[src/hw/tas_pkg.sv]
`default_nettype none
package tas_pkg;
	// ==================================================
	// Register port geometry
	localparam int TAS_AW = 4; // Address width
	localparam int TAS_DW = 16; // Data width
	localparam int TAS_RW = 12; // Result width
	localparam int TAS_NCH = 5; // Channels in the mask
	// ==================================================
	// Register indices
	localparam logic [3:0] TAS_REG_RATE = 4'h0; // Automatic rate, 0 means manual
	localparam logic [3:0] TAS_REG_BIAS = 4'h1; // Bias settle delay, 0.5 us units
	localparam logic [3:0] TAS_REG_FSET = 4'h2; // Filter settle delay, 0.5 us units
	localparam logic [3:0] TAS_REG_OPT = 4'h3; // Filter order and aux trigger
	localparam logic [3:0] TAS_REG_MASK = 4'h4; // Channel mask
	localparam logic [3:0] TAS_REG_STAT = 4'h5; // Status, read clears touch flag
	localparam logic [3:0] TAS_REG_CMD = 4'h6; // Command word
	localparam logic [3:0] TAS_REG_RES0 = 4'h8; // First result, channel X
	localparam logic [3:0] TAS_REG_RES4 = 4'hc; // Last result, auxiliary
	// ==================================================
	// Field positions
	localparam int TAS_ST_CONV = 7; // Conversion done flag
	localparam int TAS_ST_TOUCH = 6; // Touch detect flag
	localparam int TAS_ST_BUSY = 5; // Sequencer busy
	localparam logic [3:0] TAS_OP_CONVERT = 4'h1; // Command opcodes in bits 7:4
	localparam logic [3:0] TAS_OP_SELECT = 4'h2;
	localparam logic [3:0] TAS_OP_MANUAL_AUTO_COMMAND = 4'h3;
	localparam logic [3:0] TAS_OP_PEN_DETECT_MODE = 4'h4;
	localparam logic [3:0] TAS_OP_PEN_TRIGGER_MODE = 4'h5;
	// ==================================================
	// Channel codes
	localparam logic [2:0] TAS_CH_X = 3'h0;
	localparam logic [2:0] TAS_CH_AUX = 3'h4;
	localparam logic [2:0] TAS_CH_SEQ = 3'h7; // Sequence all code
	// ==================================================
	// Timing
	localparam int TAS_CLK_NS = 100; // System clock period
	localparam int TAS_OSC_NS = 555; // Sequencing oscillator period
	localparam int TAS_OSC_CYC = (TAS_OSC_NS + TAS_CLK_NS - 1) / TAS_CLK_NS;
	localparam int TAS_UNIT_NS = 500; // Settle delay step, 0.5 us
	localparam int TAS_UNIT_CYC = (TAS_UNIT_NS + TAS_CLK_NS - 1) / TAS_CLK_NS;
	localparam int TAS_DLY_MAX_NS = 18190000; // Longest settle delay, 18.19 ms
	localparam logic [15:0] TAS_DLY_MAX = 16'(TAS_DLY_MAX_NS / TAS_UNIT_NS);
	localparam int TAS_WAKE_OSC = 47; // Overhead per conversion cycle
	localparam int TAS_CONV_OSC = 21; // One conversion
	localparam int TAS_TAIL_OSC = 1; // Per-channel wrap-up
	localparam int TAS_TMR_LAT = 2; // Load latency of the phase timer
	localparam int TAS_TW = 18; // Phase timer width
	// ==================================================
	// Types
	typedef enum logic [1:0] {TAS_M_MAN, TAS_M_PDET, TAS_M_PTRG} tas_mode_t;
	typedef enum {S_IDLE, S_ARM, S_WAKE, S_BIAS, S_CONV, S_FSET, S_TAIL, S_DONE} tas_state_t;
	typedef struct packed {
		logic [1:0] aux; // Aux trigger: 00 off, 01 rise, 10 fall, 11 both
		logic [1:0] filt; // Filter order: 1, 3, 5 or 7 conversions
	} tas_opt_t;
	typedef struct packed {
		logic [3:0] op;
		logic chan_sel_hi;
		logic [2:0] chan;
	} tas_cmd_t;
endpackage : tas_pkg
`default_nettype wire

[src/hw/tas_timer.sv]
`default_nettype none
// ==================================================
// Phase timer: counts a loaded value down, flags the last cycle
module tas_timer #(parameter int W = 18) (
	input wire logic clk_in,
	input wire logic rst_in,
	input wire logic load_in,
	input wire logic [W-1:0] value_in,
	output logic done_out
);
	logic [W-1:0] cnt; // Remaining cycles
	logic armed; // A phase is being timed

	// Load wins over a finishing count
	always_ff @(posedge clk_in) begin
		if (rst_in) begin
			cnt <= '0;
			armed <= 1'b0;
		end else if (load_in) begin
			cnt <= value_in;
			armed <= 1'b1;
		end else if (armed && cnt == '0) begin
			armed <= 1'b0;
		end else if (cnt != '0) begin
			cnt <= cnt - W'(1);
		end
	end

	assign done_out = armed && cnt == '0;
endmodule : tas_timer
`default_nettype wire

[src/hw/touch_acquisition_sequencer.sv]
// What this block does
// - Starts in manual mode without configuration.
// - Single acquisition uses command channel field.
// - Sequence code walks mask MSB to LSB.
// - Mask one converts, zero skips channel.
// - Averaging repeats conversions with filter settle between.
// - Conversions per channel: one, three, five, seven.
// - Nonzero aux select starts on aux edges.
// - Aux edge runs bias settle before acquisition.
// - Interrupt low during power-up and reset.
// - Conversion end asserts interrupt, sets done flag.
// - Pen detect touch asserts interrupt, sets flag.
// - Done flag clears after all results read.
// - Status read clears touch flag, releases interrupt.
// - No conversion starts while interrupt asserted.
// - Cycle time: overhead, bias, settle, conversions.
// - Settle delays span 0.5 us to 18.19 ms.
// - Sequencing period 555 ns nominal.
// - Sequence holds one to five channels.
// - Rate zero manual, nonzero automatic.
// - Channel codes fixed, 101 and 110 reserved.
// - Channel biased before conversion, released after.
`default_nettype none
module touch_acquisition_sequencer import tas_pkg::*; #(
	parameter int POWERUP_CYCLES = 64, // Length of the power-up phase
	parameter int RATE_UNIT_CYCLES = 10000 // Cycles per automatic rate step
) (
	input wire logic SYS_CLK_IN,
	input wire logic RST_IN,
	input wire logic [TAS_AW-1:0] ADDR_IN,
	input wire logic [TAS_DW-1:0] WDATA_IN,
	input wire logic WR_IN,
	input wire logic RD_IN,
	input wire logic [TAS_RW-1:0] ADC_DATA_IN, // Converter result, same clock
	input wire logic TOUCH_IN, // Pen present, asynchronous pin
	input wire logic AUX_IN, // Auxiliary trigger, asynchronous pin
	output logic [TAS_DW-1:0] RDATA_OUT,
	output logic IRQ_N_OUT, // Interrupt level, low when asserted
	output logic IRQ_OE_OUT, // High while pulling the open-drain pin low
	output logic BIAS_EN_OUT, // Panel bias on
	output logic [2:0] BIAS_CHAN_OUT, // Biased channel
	output logic CONV_START_OUT // One-cycle converter start
);

	// ==================================================
	// Configuration and state
	logic [7:0] rate; // Automatic rate
	logic [15:0] bias_dly, fset_dly; // Settle delays in 0.5 us units
	tas_opt_t opt;
	logic [TAS_NCH-1:0] mask, mask_lat; // Channel mask, copy for a sequence
	tas_mode_t mode;
	tas_state_t state;
	logic [TAS_RW-1:0] result [TAS_NCH]; // Held results
	logic [TAS_NCH-1:0] unread; // Results not yet fetched
	logic conv_flag, touch_flag;
	logic [15:0] pwr_cnt; // Power-up countdown
	logic pwr_busy;
	logic [2:0] chan; // Channel being acquired
	logic seq; // Walking the mask
	logic [2:0] conv_cnt; // Conversions done on this channel
	logic sel_en; // Channel left biased by a select command
	logic [2:0] sel_chan;
	logic tmr_load;
	logic [TAS_TW-1:0] tmr_val;
	logic tmr_done;
	logic touch_s1, touch_s2, touch_d, aux_s1, aux_s2, aux_d;
	logic [13:0] unit_cnt; // Rate step prescaler
	logic [7:0] rate_cnt;
	logic auto_due; // Automatic interval elapsed

	tas_cmd_t cmd;
	logic cmd_wr, irq_req, aux_edge, touch_rise, start, seq_ok, nxt_found;
	logic [2:0] nfilt_m1, nxt_idx, first_idx;
	logic [3:0] first_pick; // Highest set bit of the live mask, with its found flag

	assign cmd = tas_cmd_t'(WDATA_IN[7:0]);
	assign cmd_wr = WR_IN && ADDR_IN == TAS_REG_CMD && !pwr_busy;
	assign irq_req = pwr_busy || conv_flag || touch_flag;
	assign nfilt_m1 = {opt.filt, 1'b0};
	assign touch_rise = touch_s2 && !touch_d;

	// ==================================================
	// Settle delay in cycles, clamped to the documented span
	function automatic logic [TAS_TW-1:0] dly_cyc(input logic [15:0] u);
		logic [15:0] c;
		c = (u == '0) ? 16'h0001 : (u > TAS_DLY_MAX) ? TAS_DLY_MAX : u;
		return TAS_TW'(c) * TAS_TW'(TAS_UNIT_CYC) - TAS_TW'(TAS_TMR_LAT);
	endfunction : dly_cyc

	function automatic logic [TAS_TW-1:0] osc_cyc(input int n);
		return TAS_TW'(n * TAS_OSC_CYC - TAS_TMR_LAT);
	endfunction : osc_cyc

	// Highest set mask bit below a limit
	function automatic logic [3:0] pick(input logic [TAS_NCH-1:0] m, input logic [2:0] lim);
		logic [3:0] r;
		r = '0;
		for (int i = 0; i < TAS_NCH; i++) begin
			if (m[i] && i < int'(lim)) begin
				r = {1'b1, 3'(i)};
			end
		end
		return r;
	endfunction : pick

	assign {nxt_found, nxt_idx} = pick(mask_lat, 3'(TAS_CH_AUX) - chan);
	assign first_pick = pick(mask, 3'(TAS_NCH));
	assign first_idx = first_pick[2:0];
	assign seq_ok = first_pick[3];

	// Edge qualification per aux select
	always_comb begin
		case (opt.aux)
			2'h1: aux_edge = aux_s2 && !aux_d;
			2'h2: aux_edge = !aux_s2 && aux_d;
			2'h3: aux_edge = aux_s2 != aux_d;
			default: aux_edge = 1'b0;
		endcase
	end

	// Start request, refused while the interrupt stands
	always_comb begin
		start = 1'b0;
		if (state == S_IDLE && !irq_req) begin
			case (mode)
				TAS_M_MAN: start = rate == '0 ? cmd_wr && cmd.op == TAS_OP_CONVERT &&
					(cmd.chan <= TAS_CH_AUX || (cmd.chan == TAS_CH_SEQ && seq_ok)) : auto_due && seq_ok;
				TAS_M_PTRG: start = touch_s2 && seq_ok;
				default: start = 1'b0;
			endcase
		end
	end

	// ==================================================
	// Pin synchronisers
	always_ff @(posedge SYS_CLK_IN) begin
		if (RST_IN) begin
			{touch_s1, touch_s2, touch_d, aux_s1, aux_s2, aux_d} <= '0;
		end else begin
			touch_s1 <= TOUCH_IN;
			touch_s2 <= touch_s1;
			touch_d <= touch_s2;
			aux_s1 <= AUX_IN;
			aux_s2 <= aux_s1;
			aux_d <= aux_s2;
		end
	end

	// ==================================================
	// Configuration writes; reset leaves manual mode
	always_ff @(posedge SYS_CLK_IN) begin
		if (RST_IN) begin
			rate <= '0;
			bias_dly <= '0;
			fset_dly <= '0;
			opt <= '0;
			mask <= '0;
			mode <= TAS_M_MAN;
			sel_en <= 1'b0;
			sel_chan <= TAS_CH_X;
		end else if (WR_IN && !pwr_busy) begin
			case (ADDR_IN)
				TAS_REG_RATE: rate <= WDATA_IN[7:0];
				TAS_REG_BIAS: bias_dly <= WDATA_IN;
				TAS_REG_FSET: fset_dly <= WDATA_IN;
				TAS_REG_OPT: opt <= tas_opt_t'(WDATA_IN[3:0]);
				TAS_REG_MASK: mask <= WDATA_IN[TAS_NCH-1:0];
				TAS_REG_CMD: begin
					case (cmd.op)
						TAS_OP_MANUAL_AUTO_COMMAND: mode <= TAS_M_MAN;
						TAS_OP_PEN_DETECT_MODE: mode <= TAS_M_PDET;
						TAS_OP_PEN_TRIGGER_MODE: mode <= TAS_M_PTRG;
						TAS_OP_SELECT: begin
							sel_en <= cmd.chan <= TAS_CH_AUX; // Reserved codes select nothing
							sel_chan <= cmd.chan;
						end
						TAS_OP_CONVERT: sel_en <= 1'b0;
						default: ;
					endcase
				end
				default: ;
			endcase
		end
	end

	// ==================================================
	// Automatic interval, counted only while idle
	always_ff @(posedge SYS_CLK_IN) begin
		if (RST_IN || state != S_IDLE || mode != TAS_M_MAN || rate == '0) begin
			unit_cnt <= '0;
			rate_cnt <= '0;
			auto_due <= 1'b0;
		end else if (unit_cnt == 14'(RATE_UNIT_CYCLES - 1)) begin
			unit_cnt <= '0;
			if (rate_cnt >= rate - 8'h01) begin
				auto_due <= 1'b1;
			end else begin
				rate_cnt <= rate_cnt + 8'h01;
			end
		end else begin
			unit_cnt <= unit_cnt + 14'h0001;
		end
	end

	// ==================================================
	// Acquisition sequencer
	always_ff @(posedge SYS_CLK_IN) begin
		tmr_load <= 1'b0;
		CONV_START_OUT <= 1'b0;
		if (RST_IN) begin
			state <= S_IDLE;
			chan <= TAS_CH_X;
			seq <= 1'b0;
			conv_cnt <= '0;
			mask_lat <= '0;
			tmr_val <= '0;
		end else begin
			case (state)
				S_IDLE: if (start) begin
					seq <= mode != TAS_M_MAN || rate != '0 || cmd.chan == TAS_CH_SEQ;
					chan <= (mode == TAS_M_MAN && rate == '0 && cmd.chan != TAS_CH_SEQ) ?
						cmd.chan : 3'(TAS_CH_AUX) - first_idx;
					mask_lat <= mask;
					tmr_load <= opt.aux == 2'h0;
					tmr_val <= osc_cyc(TAS_WAKE_OSC);
					state <= opt.aux != 2'h0 ? S_ARM : S_WAKE;
				end
				S_ARM: if (aux_edge) begin
					tmr_load <= 1'b1;
					tmr_val <= osc_cyc(TAS_WAKE_OSC);
					state <= S_WAKE;
				end
				S_WAKE: if (tmr_done) begin
					tmr_load <= 1'b1;
					tmr_val <= dly_cyc(bias_dly);
					state <= S_BIAS;
				end
				S_BIAS, S_FSET: if (tmr_done) begin
					tmr_load <= 1'b1;
					tmr_val <= osc_cyc(TAS_CONV_OSC);
					CONV_START_OUT <= 1'b1;
					state <= S_CONV;
				end
				S_CONV: if (tmr_done) begin
					tmr_load <= 1'b1;
					if (conv_cnt == nfilt_m1) begin
						conv_cnt <= '0;
						tmr_val <= osc_cyc(TAS_TAIL_OSC);
						state <= S_TAIL;
					end else begin
						conv_cnt <= conv_cnt + 3'h1;
						tmr_val <= dly_cyc(fset_dly);
						state <= S_FSET;
					end
				end
				S_TAIL: if (tmr_done) begin
					if (seq && nxt_found) begin
						chan <= 3'(TAS_CH_AUX) - nxt_idx;
						tmr_load <= 1'b1;
						tmr_val <= dly_cyc(bias_dly);
						state <= S_BIAS;
					end else begin
						state <= S_DONE;
					end
				end
				S_DONE: state <= S_IDLE;
				default: state <= S_IDLE;
			endcase
		end
	end

	tas_timer #(.W(TAS_TW)) u_timer (
		.clk_in(SYS_CLK_IN),
		.rst_in(RST_IN),
		.load_in(tmr_load),
		.value_in(tmr_val),
		.done_out(tmr_done)
	);

	// ==================================================
	// Result store; the last sample of a channel stands until the next cycle
	always_ff @(posedge SYS_CLK_IN) begin
		if (RST_IN) begin
			for (int i = 0; i < TAS_NCH; i++) begin
				result[i] <= '0;
			end
		end else if (state == S_CONV && tmr_done) begin
			result[chan] <= ADC_DATA_IN;
		end
	end

	// Unread tracking; a new result wins over a read in the same cycle
	always_ff @(posedge SYS_CLK_IN) begin
		if (RST_IN) begin
			unread <= '0;
		end else begin
			for (int i = 0; i < TAS_NCH; i++) begin
				if (state == S_CONV && tmr_done && int'(chan) == i) begin
					unread[i] <= 1'b1;
				end else if (RD_IN && ADDR_IN == TAS_REG_RES0 + 4'(i)) begin
					unread[i] <= 1'b0;
				end
			end
		end
	end

	// ==================================================
	// Power-up phase and interrupt flags
	always_ff @(posedge SYS_CLK_IN) begin
		if (RST_IN) begin
			pwr_cnt <= 16'(POWERUP_CYCLES);
			pwr_busy <= 1'b1;
		end else if (pwr_cnt != '0) begin
			pwr_cnt <= pwr_cnt - 16'h0001;
		end else begin
			pwr_busy <= 1'b0;
		end
	end

	always_ff @(posedge SYS_CLK_IN) begin
		if (RST_IN) begin
			conv_flag <= 1'b0;
			touch_flag <= 1'b0;
		end else begin
			if (state == S_DONE) begin
				conv_flag <= 1'b1;
			end else if (unread == '0) begin
				conv_flag <= 1'b0;
			end
			if (mode == TAS_M_PDET && touch_rise) begin
				touch_flag <= 1'b1;
			end else if (RD_IN && ADDR_IN == TAS_REG_STAT) begin
				touch_flag <= 1'b0;
			end
		end
	end

	// ==================================================
	// Pin drivers
	always_ff @(posedge SYS_CLK_IN) begin
		if (RST_IN) begin
			IRQ_N_OUT <= 1'b0;
			IRQ_OE_OUT <= 1'b1;
			BIAS_EN_OUT <= 1'b0;
			BIAS_CHAN_OUT <= TAS_CH_X;
		end else begin
			IRQ_N_OUT <= !irq_req;
			IRQ_OE_OUT <= irq_req;
			// Bias drops in the wrap-up phase so the panel rests between channels
			BIAS_EN_OUT <= state inside {S_BIAS, S_CONV, S_FSET} || (state == S_IDLE && sel_en);
			BIAS_CHAN_OUT <= state == S_IDLE ? sel_chan : chan;
		end
	end

	// ==================================================
	// Register read port
	always_ff @(posedge SYS_CLK_IN) begin
		if (RST_IN || !RD_IN) begin
			RDATA_OUT <= '0;
		end else begin
			case (ADDR_IN)
				TAS_REG_RATE: RDATA_OUT <= TAS_DW'(rate);
				TAS_REG_BIAS: RDATA_OUT <= bias_dly;
				TAS_REG_FSET: RDATA_OUT <= fset_dly;
				TAS_REG_OPT: RDATA_OUT <= TAS_DW'(opt);
				TAS_REG_MASK: RDATA_OUT <= TAS_DW'(mask);
				TAS_REG_STAT: RDATA_OUT <= TAS_DW'({conv_flag, touch_flag, state != S_IDLE, 3'h0, mode});
				default: RDATA_OUT <= (ADDR_IN >= TAS_REG_RES0 && ADDR_IN <= TAS_REG_RES4) ?
					TAS_DW'(result[3'(ADDR_IN - TAS_REG_RES0)]) : '0;
			endcase
		end
	end
endmodule : touch_acquisition_sequencer
`default_nettype wire

[config.mk]
export PLATFORM = sky130hd
export DESIGN_NAME = touch_acquisition_sequencer
export DESIGN_NICKNAME = d
export VERILOG_FILES = /design/src/hw/tas_pkg.sv /design/src/hw/tas_timer.sv /design/src/hw/touch_acquisition_sequencer.sv
export SDC_FILE = /design/constraint.sdc
export NUM_CORES = 1
export LEC_CHECK = 0
export ABC_CLOCK_PERIOD_IN_PS = 5800
export BUFFER_PORTS_ARGS = -buffer_cell sky130_fd_sc_hd__buf_4
export CORE_UTILIZATION = 62
export CTS_CLUSTER_DIAMETER = 50
export CTS_CLUSTER_SIZE = 20
export DETAILED_ROUTE_END_ITERATION = 8
export GPL_TIMING_DRIVEN = 0
export PLACE_DENSITY = 0.92
export SYNTH_ARGS = -nofsm -noshare
export SYNTH_HDL_FRONTEND = slang
export SYNTH_SLANG_ARGS = --single-unit
[constraint.sdc]
create_clock -name SYS_CLK_IN -period 5.8 [get_ports SYS_CLK_IN]
set_input_delay 1.74 -clock SYS_CLK_IN [delete_from_list [all_inputs] [get_ports SYS_CLK_IN]]
set_output_delay 1.74 -clock SYS_CLK_IN [all_outputs]
set_load 0.1 [all_outputs]
Yosys cells after proc, flatten, opt, wreduce, memory -nomap -nowiden
Memory sizes are Yosys's and may differ from the RTL's. Cells that the tools add are included.

Register bits after elaboration: 213. Bits in writable memories: 60. Input port bits: 38. Output and inout bits: 23. Logic and storage cells: 301. Memories: 1.

Memory list: result (depth 5, bits a word 12, read ports 1, clocked after memory_dff 0, wr ports 5, RTL line touch_acquisition_sequencer.sv:53) `logic [TAS_RW-1:0] result [TAS_NCH];`.

$add $sub $neg: 12. $mul: 2. Order comparisons: 11. Equality and inequality tests: 46. Multiplexer cells: 81. Bitwise operators: 2. Reductions and logical operators: 104.

Operators with widths (number): 2-to-1 mux 18 bit (11); 2-to-1 mux 32 bit (6); case mux 32 bit (6 select lines) (1); case mux 18 bit (6 select lines) (1); equality test 32 x 3 -> 1 bit, second input constant (3); case mux 16 bit (6 select lines) (1); equality test 32 x 2 -> 1 bit, second input constant (2); equality test 32 x 4 -> 1 bit, second input constant (2); logical NOT 32 bit (2); 2-to-1 mux 16 bit (4); 2-to-1 mux 4 bit (10); logical AND 1 bit (36); multiplier 16 x 3 -> 18 bit, second input constant (2); subtractor 18 x 2 -> 18 bit, second input constant (2); equality test 32 x 1 -> 1 bit, second input constant (1); > comparator 16 bit, second input constant (2); logical NOT 16 bit (2); nonzero test 32 bit (1); 2-to-1 mux 1 bit (29); nonzero test 2 bit (13); 2-to-1 mux 12 bit (2); 2-to-1 mux 3 bit (8); equality test 4 x 3 -> 1 bit, second input constant (5); equality test 4 bit, second input constant (5); other kinds (54) (107).

Depth between registers and ports, before layout
Word-level depth: 13. Depth in mapped cells: 19. Depth with buffers taken out: 18.

Modules after synthesis
Synthesis repeated with hierarchy kept, for this count alone.

Cell total of the unflattened synthesis: 1591. Area total of the unflattened synthesis: 15088.2 µm².

Modules (own cells, without submodules): touch_acquisition_sequencer (instances 1, cells each 1472, area an instance 14092.3 µm², sequential area each 6185.9 µm²); tas_timer (instances 1, cells each 119, area an instance 996.0 µm², sequential area each 380.4 µm²).

Worst setup path after synthesis
No wires, ideal clock.

Kind: reg-to-reg. From: register bias_dly[8]. To: register tmr_val[16]. Setup time: 134 ps. Data arrival time: 4093 ps. Required time: 5666 ps. Path slack: 1573 ps. Cell stages (with the launch flop): 16. Path buffers: 0. Clock period less this slack: 4227 ps. Path through: dfxtp_1 -> nor4_1 -> a21oi_1 -> o21ai_0 -> nand2_1 -> fa_1 -> inv_1 -> ha_1 -> nor2b_1 -> o31a_1 -> o221a_2 -> o41ai_1 -> o21ai_0 -> a221oi_1 -> xor2_1 -> o221ai_1.

Longest elaborated chain between the ends: 8. Elaborated cells on any way between the ends: 10. Classes of those cells: add/sub (1); mul (1); order compare (1); mux (6); reduce/logical (1).

RTL lines: start: declaration (RTL line touch_acquisition_sequencer.sv:48) `logic [15:0] bias_dly, fset_dly;`; start signal: assignment (RTL line touch_acquisition_sequencer.sv:154) `bias_dly <= '0;`; start signal: assignment (RTL line touch_acquisition_sequencer.sv:164) `TAS_REG_BIAS: bias_dly <= WDATA_IN;`; > comparator 16 bit (RTL line touch_acquisition_sequencer.sv:86) `c = (u == '0) ? 16'h0001 : (u > TAS_DLY_MAX) ? TAS_DLY_MAX : u;`; 2-to-1 mux 16 bit (RTL line touch_acquisition_sequencer.sv:86); 2-to-1 mux 16 bit * (RTL line touch_acquisition_sequencer.sv:86); multiplier 16 x 3 -> 18 bit * (RTL line touch_acquisition_sequencer.sv:87) `return TAS_TW'(c) * TAS_TW'(TAS_UNIT_CYC) - TAS_TW'(TAS_TMR_LAT);`; subtractor 18 x 2 -> 18 bit * (RTL line touch_acquisition_sequencer.sv:87); 2-to-1 mux 18 bit (RTL line touch_acquisition_sequencer.sv:257) `if (seq && nxt_found) begin`; 2-to-1 mux 18 bit (RTL line touch_acquisition_sequencer.sv:256) `S_TAIL: if (tmr_done) begin`; case mux 18 bit (6 select lines) * (RTL line touch_acquisition_sequencer.sv:218) `case (state)`; end signal: assignment (RTL line touch_acquisition_sequencer.sv:225) `tmr_val <= osc_cyc(TAS_WAKE_OSC);`; end signal: assignment (RTL line touch_acquisition_sequencer.sv:230) `tmr_val <= osc_cyc(TAS_WAKE_OSC);`; end signal: assignment (RTL line touch_acquisition_sequencer.sv:260) `tmr_val <= dly_cyc(bias_dly);`; end: declaration (RTL line touch_acquisition_sequencer.sv:64) `logic [TAS_TW-1:0] tmr_val;`.

Every way passes the cells marked *; elsewhere a longest branch is shown, timed or not. The select of a mux whose other input is x is not followed. A chain may end at the register's enable or synchronous reset.

Worst setup path after layout
From: register fset_dly[12]. To: register tmr_val[13].

Longest elaborated chain between the ends: 8. Elaborated cells on any way between the ends: 9. Classes of those cells: add/sub (1); mul (1); order compare (1); mux (5); reduce/logical (1).

RTL lines: start: declaration (RTL line touch_acquisition_sequencer.sv:48); start signal: assignment (RTL line touch_acquisition_sequencer.sv:155) `fset_dly <= '0;`; start signal: assignment (RTL line touch_acquisition_sequencer.sv:165) `TAS_REG_FSET: fset_dly <= WDATA_IN;`; > comparator 16 bit (RTL line touch_acquisition_sequencer.sv:86); 2-to-1 mux 16 bit (RTL line touch_acquisition_sequencer.sv:86); 2-to-1 mux 16 bit * (RTL line touch_acquisition_sequencer.sv:86); multiplier 16 x 3 -> 18 bit * (RTL line touch_acquisition_sequencer.sv:87); subtractor 18 x 2 -> 18 bit * (RTL line touch_acquisition_sequencer.sv:87); 2-to-1 mux 18 bit * (RTL line touch_acquisition_sequencer.sv:246) `if (conv_cnt == nfilt_m1) begin`; 2-to-1 mux 18 bit * (RTL line touch_acquisition_sequencer.sv:244) `S_CONV: if (tmr_done) begin`; case mux 18 bit (6 select lines) * (RTL line touch_acquisition_sequencer.sv:218); end signal: assignment (RTL line touch_acquisition_sequencer.sv:225); end signal: assignment (RTL line touch_acquisition_sequencer.sv:248) `tmr_val <= osc_cyc(TAS_TAIL_OSC);`; end signal: assignment (RTL line touch_acquisition_sequencer.sv:252) `tmr_val <= dly_cyc(fset_dly);`.

Marked as above.

==> metrics <==
yosys warns=0; Routed Antenna Nets=0; CTS root buf=clkbuf_16; Final setup viols=0; Clock Tree Buf Depth=3; flop2flop setup slack=~0.87 ns; port bufs=55; GRT Resource Usage Total=0.317; met1 Resource Use GR=0.384; Hold Buf Count CTS=0; synthesized area=roughly 0.015 mm2; routed vias=approximately 13000; predominant post-synthesis flop cell=dfxtp_1; final WL=38.9 mm; ratio of cells with drive above 1 in the final layout=0.0913; DR WL/cell=roughly 19 um; fmax=just over 200 MHz; # Post-CTS Setup Buffers=0; fin crit period=4.93 ns; distinct cell type count after synthesis=between 80 and 90; CP delay by family, top=compound AO/OA/AOI/OAI gates; Power Density=~280 mW/mm2; Seq/Total Area, Yosys=0.431; die area=~0.025 mm2; ant diodes=0; startpoint types=register; HPWL after DPL=roughly 28 mm; met2 Usage GRT=0.543; Post-synth EDFFs=93; asr flop ratio synth=0; Worst path max stage delay=around 0.87 ns; area grow syn2layout=11.0%; fin. max-slew vios=0; CTS resizes=0; nets=1803; highest-delay cell along the critical path=o41ai_1; cells after synthesis=~1600; DIE HEIGHT=roughly 160 um; Starting Density=0.636; Post-Syn Area per Cell=between 9 and 10 um2; busiest grt layer=met2; leakage dissipation=approximately 0.0065 uW; met3 Track Usage GR=0.0545; Final Hold Vio Count=0; Initial DRC Count=about 1100; final worst clock skew=about 0.034 ns; global-route wire length before repair=a little over 60 mm; Rows=56; critical-path cell list=or3_1, nor2_1, nand2_1, o41ai_1, nand2_1, fa_1, inv_1, ha_1, a21o_1, a21oi_1, o21ai_0, a21oi_1, o21ai_0, a211oi_1, a41oi_1, o221ai_1; TritonCTS buffer count=24; Reg clk slew, reported paths=0.07 ns; max-cap violation count=0; GR Overflow Total=0; Skew-Pair Late Insertion Delay=around 0.56 ns; hold_ws=about 0.46 ns; setup TNS=0 ns; Synthesized Nets=around 1700; CP required=about 6.3 ns; Tcrit/Tclk final=0.849; chip width=between 150 and 200 um; htree depth=1; crit path max fanout=7; Slew @ Worst Pin=1.35 ns; I/O pins=61; RSZ-0062 raised after global routing=no; drt via density=between 6 and 7; largest net degree at the start of global routing=22; CP Buf/Inv Count=1; 1st-pass router iterations=7; vias in the first global route=~12000; RD Place Congestion=just under 1; dpl cells=1972; status=complete, no violations; DRC viols=0; initial antenna violation count=2; Peak VDD IR=~0.25 mV; Slew headroom=0.0915; clk sinks=around 280; crit path kind=reg -> reg; core area=0.0236 mm2; worst path arrival time=5.38 ns; Cell Count, Final, Fillers Out=2017; Worst setup EP type=register; synthesized flop and latch total=~280; Hold/Removal Path Class=reg -> reg; CTS tree=done
==> worst register-to-register path, stage by stage, from the launching register on <==
cell and delay, ns:
dfxtp_1 0.33, or3_1 0.43, nor2_1 0.11, nand2_1 0.08, o41ai_1 0.87, nand2_1 0.36
fa_1 0.62, inv_1 0.04, ha_1 0.37, a21o_1 0.19, a21oi_1 0.13, o21ai_0 0.09
a21oi_1 0.31, o21ai_0 0.25, a211oi_1 0.31, a41oi_1 0.11, o221ai_1 0.23
==> cells in the final DEF (no fill, tap or decap), types with 13 or more instances in the layout <==
cell type  netlist  routed
a21o_1          14      14
a21oi_1        109     109
a22oi_1         19      19
and2_1          68      68
buf_4            2      57
clkbuf_1        55      57
clkbuf_16        0      24
dfxtp_1        184     184
edfxtp_1        93      93
fa_1            27      27
ha_1            58      58
inv_1           98      98
mux2i_1         38      38
mux4_2          23      23
nand2_1        171     171
nand2b_1        15      15
nand3_1         32      32
nand4_1         13      13
nor2_1         179     179
nor2b_1         22      22
nor3_1          42      42
nor4_1          15      15
o21ai_0         39      39
o22ai_1         21      21
or3_1           18      18
xnor2_1         39      39
xor2_1          39      39
==> power breakdown <==
group          leakage [uW]  switching [uW]  internal [uW]  total [uW]
logic               0.00370             539            356         895
clock network      0.000406             815            840        1660
registers           0.00240            82.2           2100        2190
total               0.00651            1440           3300        4740
==> synth_stat cells, types with 8 or more instances <==
library cell / number / area, um2
nand2b_1: 15 / 93.8
a21o_1: 14 / 105
nor4_1: 15 / 93.8
nand2_1: 171 / 642
o22ai_1: 21 / 131
inv_1: 98 / 368
mux4_2: 23 / 518
a22oi_1: 19 / 143
clkbuf_1: 55 / 206
xor2_1: 39 / 342
and2_1: 68 / 425
buf_1: 8 / 30.0
fa_1: 27 / 541
edfxtp_1: 93 / 2790
nand3_1: 32 / 160
a221oi_1: 9 / 78.8
mux2i_1: 38 / 380
or3_1: 18 / 113
ha_1: 58 / 726
o21ai_0: 39 / 195
nor2_1: 179 / 672
or4_1: 8 / 60.1
dfxtp_1: 184 / 3680
xnor2_1: 39 / 342
nor2b_1: 22 / 138
nor3_1: 42 / 210
nand4_1: 13 / 81.3
a21oi_1: 109 / 546
==> worst paths after layout <==
| kind | cells past startpoint | to | start |
|---|---|---|---|
| worst min register to register | 1 | unit_cnt[0] | unit_cnt[0] |
| worst max-delay path | 16 | tmr_val[13] | fset_dly[12] |
| worst max register to register | 16 | tmr_val[13] | fset_dly[12] |
| worst min-delay path | 1 | unit_cnt[0] | unit_cnt[0] |
==> state kept, by name, indices dropped and copies added, names as in the netlist, 5 cells and up <==
signal	cells
RDATA_OUT	16
bias_dly	16
fset_dly	16
mask	5
mask_lat	5
pwr_cnt	16
rate	8
rate_cnt	8
result	93
tmr_val	18
u_timer.cnt	18
unit_cnt	14
unread	5
==> stage by stage <==
stage	utilization	worst slack [ns]	total power, uW	instance area, um2
final	0.706	0.873	4740	16700
after global routing	0.706	0.536	4920	16700
after CTS	0.705	0.888	4730	16600
after detailed placement	0.670	0.925	3100	15800
after global placement	0.670	1.09	3050	15800
after floorplan	-	1.57	2890	15000
==> layer usage <==
layer  vias up  wire, um
met5         -        27
met2       634     18900
met3       135      3530
li1       5808         -
met4         4      1650
met1      5932     14800
==> cells by family after synthesis <==
kind of cell | share of synthesized area
adders and majority gates | 0.0844
and+or+nand+nor | 0.201
AOI/OAI and AO/OA | 0.134
xor gates and xnor gates | 0.0455
DFF | 0.431
buffers and inverters | 0.0441
muxes | 0.0599
==> area by class of cell <==
class / instances / area [um2]
Clock buffer: 28 / 636
Tap cell: 319 / 399
Multi-Input combinational cell: 1149 / 7870
Fill cell: 1738 / 6950
Inverter: 100 / 375
Clock inverter: 16 / 193
Timing Repair Buffer: 56 / 424
Buffer: 72 / 287
Sequential cell: 277 / 6480
Note: power is estimated with default switching activity, not from simulation.
